$ cat src/asd_map.vh
// constants for the 8-bit alu/status datapath
// included by asd_datapath.v; definitions only
`ifndef ASD_MAP_VH
`define ASD_MAP_VH

// operation codes on op_sel
`define ASD_OP_ADD   4'h0
`define ASD_OP_ADDC  4'h1
`define ASD_OP_SUB   4'h2
`define ASD_OP_SUBB  4'h3
`define ASD_OP_AND   4'h4
`define ASD_OP_IOR   4'h5
`define ASD_OP_XOR   4'h6
`define ASD_OP_RLC   4'h7
`define ASD_OP_RRC   4'h8
`define ASD_OP_MOVF  4'h9
`define ASD_OP_MOVWF 4'hA
`define ASD_OP_MOVFF 4'hB
`define ASD_OP_MUL   4'hC
`define ASD_OP_NOP   4'hF

// destination select on dest_sel
`define ASD_DST_ACC  1'b0
`define ASD_DST_FILE 1'b1

// status byte field positions
`define ASD_ST_C     0
`define ASD_ST_DC    1
`define ASD_ST_Z     2
`define ASD_ST_OV    3

// reset values
`define ASD_ACC_RST  8'h00
`define ASD_ST_RST   4'h0
`define ASD_PRD_RST  16'h0000
`define ASD_EXW_RST  16'h0000

// data-space address of the accumulator
`define ASD_ACC_ADDR 8'h0A

`endif

$ cat src/asd_datapath.v
// 8-bit alu, working accumulator, status flags and 8x8 multiplier
// assumes an instruction decoder drives op/dest/file operands each
// execute cycle, and writes results back to data memory from file_wr_*
// logic ops and moves touch only zero; shifts move carry as well
//
// Contract
// [RULE_01] 8-bit add, subtract, shift, logic operations
// [RULE_02] arithmetic is two's complement
// [RULE_03] accumulator combined with any file register
// [RULE_04] accumulator is 8-bit operand/result register
// [RULE_05] carry, nibble and zero flags per instruction
// [RULE_06] subtraction carries act as borrows
// [RULE_07] overflow from result bits 6 and 7
// [RULE_08] 8x8 multiply gives 16-bit product, one cycle
// [RULE_09] file-to-file move bypasses the accumulator
// [RULE_10] instruction words are 16 bits, one fetch
// [RULE_11] fetch overlaps execute; one-cycle ALU ops
// [RULE_12] accumulator visible in data address space
// [RULE_13] zero flag set on zero result, else cleared
`timescale 1ns/1ps
`default_nettype none
`include "asd_map.vh"

module asd_datapath #(
    parameter DW = 8
) (
    // clock and reset
    input  wire            mclk,
    input  wire            rst,
    // instruction fetch
    input  wire [15:0]     instr_word,
    input  wire            instr_valid,
    // decoded execute controls
    input  wire [3:0]      op_sel,
    input  wire            dest_sel,
    input  wire            flag_update,
    input  wire            mul_present,
    // file register operands from data memory
    input  wire [DW-1:0]   file_rd_data,
    input  wire [DW-1:0]   file_src_data,
    // accumulator access as a data-space location
    input  wire            acc_wr_en,
    input  wire [DW-1:0]   acc_wr_data,
    // results
    output reg  [15:0]     exec_word_q,
    output reg             exec_valid_q,
    output reg  [DW-1:0]   working_accumulator_q,
    output reg             file_wr_en_q,
    output reg  [DW-1:0]   file_wr_data_q,
    output reg  [2*DW-1:0] product_q,
    // status flags
    output reg             carry_flag_q,
    output reg             nibble_borrow_flag_q,
    output reg             zero_flag_q,
    output reg             sign_flip_flag_q
);

    reg  [DW:0]     sum_d;
    reg  [4:0]      nib_d;
    reg  [DW-1:0]   res_d;
    reg             wr_file_d;
    reg             wr_acc_d;
    reg             c_d;
    reg             dc_d;
    reg             ov_d;
    reg             arith_d;
    reg  [DW-1:0]   b_inv;
    reg             flag_op_d;
    wire [2*DW-1:0] mul_w;

    // status reset image as a named value, since a literal cannot be indexed
    localparam [3:0] ST_RST_V = `ASD_ST_RST;
    localparam       ST_C_RST  = ST_RST_V[`ASD_ST_C];
    localparam       ST_DC_RST = ST_RST_V[`ASD_ST_DC];
    localparam       ST_Z_RST  = ST_RST_V[`ASD_ST_Z];
    localparam       ST_OV_RST = ST_RST_V[`ASD_ST_OV];

    // full-width product; the upper byte lands in product_q[15:8]
    assign mul_w = working_accumulator_q * file_rd_data; // RULE_08

    always @*
    begin
        b_inv     = ~working_accumulator_q;
        sum_d     = {1'b0, working_accumulator_q};
        nib_d     = 5'h00;
        res_d     = working_accumulator_q;
        wr_file_d = 1'b0;
        wr_acc_d  = 1'b0;
        c_d       = carry_flag_q;
        dc_d      = nibble_borrow_flag_q;
        ov_d      = sign_flip_flag_q;
        arith_d   = 1'b0;
        flag_op_d = 1'b1;
        // arithmetic first: the result case below reads sum_d
        case (op_sel)
            `ASD_OP_ADD, `ASD_OP_ADDC:
            begin
                // two's complement add of acc and file operand
                sum_d = {1'b0, working_accumulator_q} + {1'b0, file_rd_data}
                      + {{DW{1'b0}}, (op_sel == `ASD_OP_ADDC) & carry_flag_q}; // RULE_02
                nib_d = {1'b0, working_accumulator_q[3:0]}
                      + {1'b0, file_rd_data[3:0]}
                      + {4'h0, (op_sel == `ASD_OP_ADDC) & carry_flag_q};
                arith_d = 1'b1;
            end
            `ASD_OP_SUB, `ASD_OP_SUBB:
            begin
                // file minus acc as file + ~acc + 1, or + carry for SUBB; carry high means no borrow
                sum_d = {1'b0, file_rd_data} + {1'b0, b_inv}
                      + {{DW{1'b0}}, (op_sel == `ASD_OP_SUB) | carry_flag_q}; // RULE_06
                nib_d = {1'b0, file_rd_data[3:0]}
                      + {1'b0, b_inv[3:0]}
                      + {4'h0, (op_sel == `ASD_OP_SUB) | carry_flag_q}; // RULE_06
                arith_d = 1'b1;
            end
            default:
            begin
                sum_d = {1'b0, working_accumulator_q};
            end
        endcase
        case (op_sel)
            `ASD_OP_ADD, `ASD_OP_ADDC, `ASD_OP_SUB, `ASD_OP_SUBB:
                res_d = sum_d[DW-1:0]; // RULE_01
            `ASD_OP_AND:   res_d = working_accumulator_q & file_rd_data; // RULE_03
            `ASD_OP_IOR:   res_d = working_accumulator_q | file_rd_data;
            `ASD_OP_XOR:   res_d = working_accumulator_q ^ file_rd_data;
            `ASD_OP_RLC:   res_d = {file_rd_data[DW-2:0], carry_flag_q};
            `ASD_OP_RRC:   res_d = {carry_flag_q, file_rd_data[DW-1:1]};
            `ASD_OP_MOVF:  res_d = file_rd_data;
            `ASD_OP_MOVWF: res_d = working_accumulator_q;
            `ASD_OP_MOVFF: res_d = file_src_data; // RULE_09
            default:       res_d = working_accumulator_q;
        endcase
        if (arith_d)
        begin
            c_d  = sum_d[DW]; // RULE_05
            dc_d = nib_d[4];
            // sign flip: carry into bit 7 differs from carry out of it
            ov_d = sum_d[DW] ^ (res_d[DW-1] ^ sum_d[DW-1] ^ res_d[DW-1]
                 ^ working_accumulator_q[DW-1] ^ file_rd_data[DW-1]
                 ^ ((op_sel == `ASD_OP_SUB) | (op_sel == `ASD_OP_SUBB)
                    ? 1'b1 : 1'b0)); // RULE_07
        end
        else if (op_sel == `ASD_OP_RLC)
            c_d = file_rd_data[DW-1];
        else if (op_sel == `ASD_OP_RRC)
            c_d = file_rd_data[0];
        // write-back routing: MOVWF and MOVFF always land in the file register; MOVF follows dest_sel
        case (op_sel)
            `ASD_OP_MOVWF, `ASD_OP_MOVFF:
                wr_file_d = 1'b1; // RULE_09
            `ASD_OP_MUL, `ASD_OP_NOP:
            begin
                // no alu result here, so the zero test would be stale
                wr_file_d = 1'b0;
                flag_op_d = 1'b0;
            end
            default:
            begin
                wr_file_d = (dest_sel == `ASD_DST_FILE);
                wr_acc_d  = (dest_sel == `ASD_DST_ACC);
            end
        endcase
    end

    // two-stage pipe: a fetched word is executed on the following cycle
    always @(posedge mclk)
    begin
        if (rst)
        begin
            exec_word_q  <= `ASD_EXW_RST;
            exec_valid_q <= 1'b0;
        end
        else
        begin
            exec_word_q  <= instr_word; // RULE_10
            exec_valid_q <= instr_valid; // RULE_11
        end
    end

    always @(posedge mclk)
    begin
        if (rst)
        begin
            working_accumulator_q <= `ASD_ACC_RST;
            file_wr_en_q          <= 1'b0;
            file_wr_data_q        <= `ASD_ACC_RST;
            product_q             <= `ASD_PRD_RST;
            carry_flag_q          <= ST_C_RST;
            nibble_borrow_flag_q  <= ST_DC_RST;
            zero_flag_q           <= ST_Z_RST;
            sign_flip_flag_q      <= ST_OV_RST;
        end
        else
        begin
            file_wr_en_q   <= exec_valid_q & wr_file_d;
            // data follows the result every cycle; only the enable qualifies
            file_wr_data_q <= res_d;
            // an alu write wins over a data-space write in the same cycle;
            // the decoder is expected never to issue both at once
            if (exec_valid_q & wr_acc_d)
                working_accumulator_q <= res_d; // RULE_04
            else if (acc_wr_en)
                // data-space write of the accumulator location
                working_accumulator_q <= acc_wr_data; // RULE_12
            // with no multiplier the old product simply stands
            if (exec_valid_q & mul_present & (op_sel == `ASD_OP_MUL))
                product_q <= mul_w; // RULE_08
            // flags move only for ops that produce an alu result
            if (exec_valid_q & flag_update & flag_op_d)
            begin
                carry_flag_q         <= c_d; // RULE_05
                nibble_borrow_flag_q <= dc_d;
                sign_flip_flag_q     <= ov_d;
                zero_flag_q          <= (res_d == {DW{1'b0}}); // RULE_13
            end
        end
    end

endmodule

`default_nettype wire

$ cat config.mk
export PLATFORM = sky130hd
export DESIGN_NAME = asd_datapath
export DESIGN_NICKNAME = d
export VERILOG_FILES = /design/src/asd_datapath.v
export VERILOG_INCLUDE_DIRS = /design/src
export SDC_FILE = /design/constraint.sdc
export NUM_CORES = 1
export LEC_CHECK = 0
export BUFFER_PORTS_ARGS = -buffer_cell sky130_fd_sc_hd__buf_2
export CORE_ASPECT_RATIO = 0.8
export CORE_MARGIN = 2
export CORE_UTILIZATION = 55
export CTS_BUF_LIST = sky130_fd_sc_hd__clkbuf_8
export CTS_CLUSTER_SIZE = 40
export DETAILED_ROUTE_END_ITERATION = 8
export PLACE_DENSITY = 0.8
export SLEW_MARGIN = 20
export SYNTH_ARGS = -nofsm -noshare
export SYNTH_HDL_FRONTEND = slang
export SYNTH_SLANG_ARGS = --single-unit
$ cat constraint.sdc
create_clock -name mclk -period 5.8 [get_ports mclk]
set_input_delay 0.58 -clock mclk [delete_from_list [all_inputs] [get_ports mclk]]
set_output_delay 0.58 -clock mclk [all_outputs]
set_load 0.05 [all_outputs]
==> summary.txt, run 1 <==
Outcome
  • Run status: complete, no violations

Global route
  • Global-route usage over all layers: 32.90%
  • Initial antenna violation count: 0
  • Maximum number of pins on one net before global-route repair: 60
  • Overflow left after global routing: 0
  • First-pass GRT wire length: 27000 um
  • Number of global-route vias before repair: 5022

STA
  • Worst slew pin tran: 1.043 ns
  • Headroom to the max-slew limit: 30.46%
  • Final slew viol count: 0
  • Count of final hold-check violations: 0
  • Clock Skews: 0.01504 ns
  • Final setup viols: 0
  • Maximum clock frequency: 203.8 MHz
  • Final critical path time including I/O delays and setup: 4.907 ns
  • Period utilisation layout: 84.61%
  • RSZ-0062 raised after global routing: false
  • Sum Neg Setup Slack: 0 ns

Placed design
  • Count of buffers inserted at the top-level ports: 104
  • Final weighted congestion in routability-driven placement: 0.9727
  • Post-Place Cells: 862
  • Placed wire-length estimate: 13180 um

Route
  • WL final: 16950 um
  • Number of remaining DRC errors: 0
  • DRT antenna net count: 0
  • Post-detailed-route via-to-cell ratio: 6.099
  • Count of vias placed by the detailed router: 5306
  • First-iteration detailed-routing DRC count: 712
  • Mean routed wirelength per cell: 19.48 um
  • Pre-antenna DRT Iters: 6

Yosys
  • Predominant post-synthesis flop cell: sky130_fd_sc_hd__dfxtp_1
  • Instance count of the mapped netlist: 667
  • Part of the Yosys area used for sequential elements: 20.13%
  • Post-Synthesis Net Count: 817
  • Synth warnings: 0
  • Post-Syn Area: 0.005370 mm^2
  • Synth unique cells: 65
  • Count of state elements after synthesis: 54
  • Share of flip-flops with an asynchronous set or reset: 0%
  • Post-synthesis average cell area: 8.051 um^2
  • Post-synth EDFFs: 0

Min path
  • Min-Delay Path Class: primary input to register

Clock network
  • CTS clk-pin slew, worst paths: 0.12 ns
  • Cells resized by post-CTS repair: 0
  • Sink Count: 54
  • Clock latency reported for the late side of the worst-skew pair: 0.32 ns
  • Clock tree from TritonCTS: built
  • CTS Hold Bufs: 0
  • Root Buffer Master: sky130_fd_sc_hd__clkbuf_8
  • Deepest level of the CTS H-tree: 2
  • Number of buffers created by CTS: 5
  • Clk buf depth: 2
  • Number of post-CTS setup repair buffers: 0

Power and ir drop
  • Total net switching power: 519.1 uW
  • Sequential share of power: 33.6%
  • VDD IR-drop max: 0.1514 mV
  • Switching power share of the total: 43.62%
  • Cell internal power dissipation: 670.9 uW
  • Total power per unit cell area: 197.4 mW/mm^2
  • Leakage power figure: 0.002906 uW
  • Combinational cell fraction of total power: 46.4%
  • Relative contribution of the clock network to total power: 20.0%
  • Total design power: 1190 uW

Die
  • Top Ports: 105
  • Die Ht: 92.38 um
  • Site Rows: 32
  • Chip width: 114.5 um
  • Area of the placeable core: 0.009569 mm^2
  • Initial core utilization: 56.12%
  • Die area: 0.01058 mm^2

Critical path
  • Type of the worst setup path: register to register
  • Reg-to-reg setup timing slack: 0.89 ns
  • Most Frequent Cell on Critical Path: sky130_fd_sc_hd__fa_1
  • Slowest Stage Delay on Critical Path: 0.55 ns
  • Worst EP arrival: 5.09 ns
  • Maximum fanout encountered on the critical timing path: 11
  • CP Cell Sequence: clkinv_1 > nor2_1 > fa_1 > fa_1 > fa_1 > inv_1 > fa_1 > inv_1 > ha_1 > o21a_1 > a21oi_1 > o21ai_0 > a221oi_1 > xor2_1 > o31ai_1
  • Sort of element at the start of the critical path: register
  • Total buffers and inverters traversed by the critical path: 3
  • Required time of the critical path: 5.98 ns
  • Slowest cell on the critical path: sky130_fd_sc_hd__fa_1
  • Cell family contributing the most delay on the critical path: adder cells
  • Capturing element type of the critical path: register

Layout
  • Number of nets in the layout: 900
  • Leading cell type in the layout, fill and taps excluded: sky130_fd_sc_hd__buf_2
  • Layout overhead on the synthesized area: 12.28%
  • Count of antenna diodes in the layout: 0
  • Count of filler cells inserted in the layout: 877
  • Post-route non-filler standard cell count: 870
  • Leading cell types in the layout, fill and taps excluded: sky130_fd_sc_hd__buf_2 (104), sky130_fd_sc_hd__nor2_1 (101), sky130_fd_sc_hd__inv_1 (59), sky130_fd_sc_hd__ha_1 (59), sky130_fd_sc_hd__dfxtp_1 (54)
  • Fraction of layout instances using a drive strength above 1: 16.51%

Flow run
  • Number of max-capacitance violations reported: 0
## final cells by class
| type | instances | area (um^2) | area share [%] |
|---|---|---|---|
| Clock buffer | 5 | 68.82 | 1.141 |
| Clock inverter | 3 | 28.78 | 0.4773 |
| Inverter | 73 | 274.0 | 4.545 |
| Multi-Input combinational cell | 508 | 3877 | 64.31 |
| Sequential cell | 54 | 1081 | 17.93 |
| Tap cell | 119 | 148.9 | 2.469 |
| Timing Repair Buffer | 108 | 550.5 | 9.131 |
## Yosys cell counts (all sizes together) (11+ instances only)
cell type  number  area, um^2
buf            15       73.82
nor2          101       379.1
nor2b          31       193.9
nor3           16       80.08
clkinv         12       45.04
a21oi          41       205.2
fa             40       800.8
ha             59       738.2
nand3          11       55.05
a211oi         25       197.7
o21ai          23       115.1
dfxtp          54        1081
nand2          38       142.6
inv            61       229.0
clkbuf         17       63.81
## state kept, by name, indices dropped and copies added (netlist names)
signal / flops
carry_flag_q: 1
sign_flip_flag_q: 1
working_accumulator_q: 8
file_wr_data_q: 8
product_q: 16
zero_flag_q: 1
exec_valid_q: 1
nibble_borrow_flag_q: 1
exec_word_q: 16
file_wr_en_q: 1
## through the flow
stage                     worst slack (ns)  util [%]  hold slack, ns  area (um^2)
after floorplan                     0.9971         -          0.6711         5370
after global placement              0.9021     61.99          0.4342         5932
after detailed placement            0.7624     61.99          0.4416         5932
after CTS                           0.8805     63.01          0.4521         6030
after global routing                0.4175     63.01          0.4503         6030
final                               0.8927     63.01          0.4531         6030
## power groups by stage
stage	Clock, uW	Combinational, uW	Sequential [uW]
after floorplan	0	336	466
final	238	552	400
after detailed placement	0	542	408
after CTS	241	545	399
after global routing	255	611	402
after global placement	0	533	407
## logic make-up after synthesis
logic type / count (synthesis) / share of synthesized area (%)
compound gates: 158 / 19.74
xor+xnor: 11 / 1.794
fa+ha+maj: 99 / 28.66
buf+inv: 105 / 7.665
flops: 54 / 20.13
mux: 6 / 1.118
simple gates: 234 / 20.90
## worst paths after layout
kind,endpoint,depth (start not counted),from
setup / recovery,product_q[14]$_SDFFE_PP0P_,15,working_accumulator_q[1]$_SDFFE_PP0P_
hold / removal,exec_word_q[8]$_SDFF_PP0_,2,instr_word[8]
setup reg to reg,product_q[14]$_SDFFE_PP0P_,15,working_accumulator_q[1]$_SDFFE_PP0P_
hold reg to reg,product_q[13]$_SDFFE_PP0P_,2,product_q[13]$_SDFFE_PP0P_
## layer usage
layer,GRT usage (%),vias to the layer above,part of all wire [%]
met2,47.24,316,41
met4,5.996,0,1.5
met1,49.61,2515,45
li1,-,2445,-
met3,8.901,30,13
met5,0,-,0
Note: power is estimated with default switching activity, not from simulation.
==> run 2, diff against run 1 <==
Clock period 5.8 ns to 5 ns, I/O delays scaled along.
==> summary.txt, run 2 (synthesis gave the netlist of run 1 again) <==
Layout
  • Fraction of layout instances using a drive strength above 1: 18.19% (+1.7 points)
  • Number of nets in the layout: 913 (+1.4%)
  • FF+latch area: 0.001081 mm^2 (unchanged)
  • Leading cell type in the layout, fill and taps excluded: sky130_fd_sc_hd__buf_2
  • Count of antenna diodes in the layout: 0 (unchanged)
  • Count of filler cells inserted in the layout: 843 (-3.9%)
  • Leading registers by flop count: exec_word_q (16), product_q (16)
  • Leading cell types in the layout, fill and taps excluded: sky130_fd_sc_hd__buf_2 (104), sky130_fd_sc_hd__nor2_1 (101), sky130_fd_sc_hd__inv_1 (59), sky130_fd_sc_hd__ha_1 (59), sky130_fd_sc_hd__dfxtp_1 (54)
  • Footprint of the multi-input gates: 0.003877 mm^2 (unchanged)
  • Layout overhead on the synthesized area: 14.17%

Global route
  • Overflow left after global routing: 0 (unchanged)
  • First-pass GRT wire length: 27240 um (+0.90%)
  • Number of global-route vias before repair: 5056 (+0.68%)
  • Met2 capacity usage during global routing: 48.22% (+0.99 points)
  • Met3 routing resource usage after global routing: 10.14% (+1.2 points)
  • Maximum number of pins on one net before global-route repair: 60 (unchanged)
  • Layer carrying the most global-route usage: met1
  • Global-route usage over all layers: 32.96% (+0.055 points)
  • Initial antenna violation count: 0 (unchanged)
  • Global Route met1 Usage: 48.26% (-1.3 points)

Power and ir drop
  • Sequential share of power: 33.2% (-0.4 points)
  • Cell internal power dissipation: 787.5 uW (+17%)
  • Relative contribution of the clock network to total power: 19.8% (-0.2 points)
  • Total net switching power: 600.4 uW (+16%)
  • Combinational cell fraction of total power: 47.0% (+0.6 points)
  • Switching power share of the total: 43.26% (-0.36 points)
  • VDD IR-drop max: 0.1754 mV (+16%)
  • Leakage power figure: 0.002968 uW (+2.2%)
  • Total power per unit cell area: 226.4 mW/mm^2 (+15%)

STA
  • Headroom to the max-slew limit: 31.16% (+0.70 points)
  • Maximum clock frequency: 208.5 MHz (+2.3%)
  • RSZ-0062 raised after global routing: false
  • Worst slew pin tran: 1.033 ns (-0.01048 ns)
  • Period utilisation layout: 95.93% (+11 points)
  • Tightest hold margin: 0.3653 ns (-0.08787 ns)
  • Final critical path time including I/O delays and setup: 4.796 ns (-0.1109 ns)
  • Sum Neg Setup Slack: 0 ns (unchanged)
  • Clock Skews: 0.02544 ns (+0.01039 ns)
  • Final setup viols: 0 (unchanged)
  • Count of final hold-check violations: 0 (unchanged)
  • Final slew viol count: 0 (unchanged)

Critical path
  • Count of cells along the worst register-to-register path: 15 (unchanged)
  • Maximum fanout encountered on the critical timing path: 5 (-6)
  • Type of the worst setup path: register to register
  • Required time of the critical path: 5.18 ns (-0.80 ns)
  • Worst EP arrival: 4.97 ns (-0.12 ns)
  • Capturing element type of the critical path: register
  • Sort of element at the start of the critical path: register

Route
  • Pre-antenna DRT Iters: 5 (-1)
  • Count of vias placed by the detailed router: 5288 (-0.34%)
  • DRT antenna net count: 0 (unchanged)
  • WL final: 16880 um (-0.38%)
  • Number of remaining DRC errors: 0 (unchanged)
  • First-iteration detailed-routing DRC count: 519 (-27%)
  • Mean routed wirelength per cell: 19.12 um (-1.9%)
  • Post-detailed-route via-to-cell ratio: 5.989 (-1.8%)

Clock network
  • Deepest level of the CTS H-tree: 2 (unchanged)
  • Sink Count: 54 (unchanged)
  • Clock latency reported for the late side of the worst-skew pair: 0.34 ns (+0.02 ns)
  • Clock tree from TritonCTS: built
  • Root Buffer Master: sky130_fd_sc_hd__clkbuf_8
  • Number of buffers created by CTS: 5 (unchanged)
  • CTS clk-pin slew, worst paths: 0.13 ns (about the same)
  • Clk buf depth: 2 (unchanged)

Min path
  • Hold-critical path depth: 2 (unchanged)
  • Min-Delay Path Class: primary input to register

Outcome
  • Run status: complete, no violations

Die
  • Chip width: 114.5 um (unchanged)
  • Die Ht: 92.38 um (unchanged)
  • Area of the placeable core: 0.009569 mm^2 (unchanged)
  • Site Rows: 32 (unchanged)
  • Initial core utilization: 56.12% (unchanged)
  • Die area: 0.01058 mm^2 (unchanged)
  • Top Ports: 105 (unchanged)

Placed design
  • Placed wire-length estimate: 13310 um (+0.95%)
  • Count of buffers inserted at the top-level ports: 104 (unchanged)
  • Final weighted congestion in routability-driven placement: 0.9714 (-0.13%)

Flow run
  • Number of max-capacitance violations reported: 0 (unchanged)
run 2: power groups by stage:
stage                     logic [uW]  clock network (uW)  registers [uW]
after CTS                        643                 282             461
after global routing             723                 296             463
after global placement           625                   0             470
final                            652                 274             461
after floorplan                  390                   0             541
after detailed placement         638                   0             470
run 2: worst paths after layout:
check                                   startpoint                    endpoint  slack, ns
min reg2reg             product_q[12]$_SDFFE_PP0P_  product_q[12]$_SDFFE_PP0P_       0.45
max reg2reg  working_accumulator_q[5]$_SDFFE_PP0P_  product_q[14]$_SDFFE_PP0P_       0.20
max          working_accumulator_q[5]$_SDFFE_PP0P_  product_q[14]$_SDFFE_PP0P_       0.20
min                                  instr_word[1]   exec_word_q[1]$_SDFF_PP0_       0.37
run 2: final cells by class:
cell class / count / area share, %
Multi-Input combinational cell: 508 / 63.24
Sequential cell: 54 / 17.63
Timing Repair Buffer: 121 / 10.57
Clock inverter: 3 / 0.4694
Clock buffer: 5 / 1.122
Tap cell: 119 / 2.429
Inverter: 73 / 4.531
run 2: per-stage QoR:
stage          std cells  cell area, um^2  setup WS (ns)  util [%]  power [uW]
6_report             883             6131         0.2036     64.07        1388
5_1_grt              883             6131       0.006181     64.07        1483
4_1_cts              883             6127         0.2606     64.03        1386
3_5_place_dp         875             6030        0.03949     63.01        1108
3_3_place_gp         875             6030         0.2180     63.01        1095
2_1_floorplan        667             5370         0.1971         -       931.1
run 2: worst max-delay path: stages (launching register included):
cell	delay, ns
sky130_fd_sc_hd__dfxtp_1	0.53
sky130_fd_sc_hd__clkinv_1	0.23
sky130_fd_sc_hd__nor2_1	0.19
sky130_fd_sc_hd__fa_1	0.48
sky130_fd_sc_hd__fa_1	0.48
sky130_fd_sc_hd__fa_1	0.55
sky130_fd_sc_hd__inv_1	0.05
sky130_fd_sc_hd__fa_1	0.54
sky130_fd_sc_hd__inv_1	0.05
sky130_fd_sc_hd__ha_1	0.33
sky130_fd_sc_hd__o21a_1	0.14
sky130_fd_sc_hd__a21oi_1	0.20
sky130_fd_sc_hd__o21ai_0	0.21
sky130_fd_sc_hd__a221oi_1	0.36
sky130_fd_sc_hd__xor2_1	0.20
sky130_fd_sc_hd__o31ai_1	0.08
run 2: repair_timing:
action                                  CTS  global route
buffers inserted                          0             0
hold buffers                              0             0
resized for setup                         0             2
endpoints found under the setup margin    0             1
run 2: per-layer routing:
layer  wire length (um)  share of wire, %
met2               7099                42
met4                225               1.3
met3               2163                13
met5                  0                 0
met1               7396                44
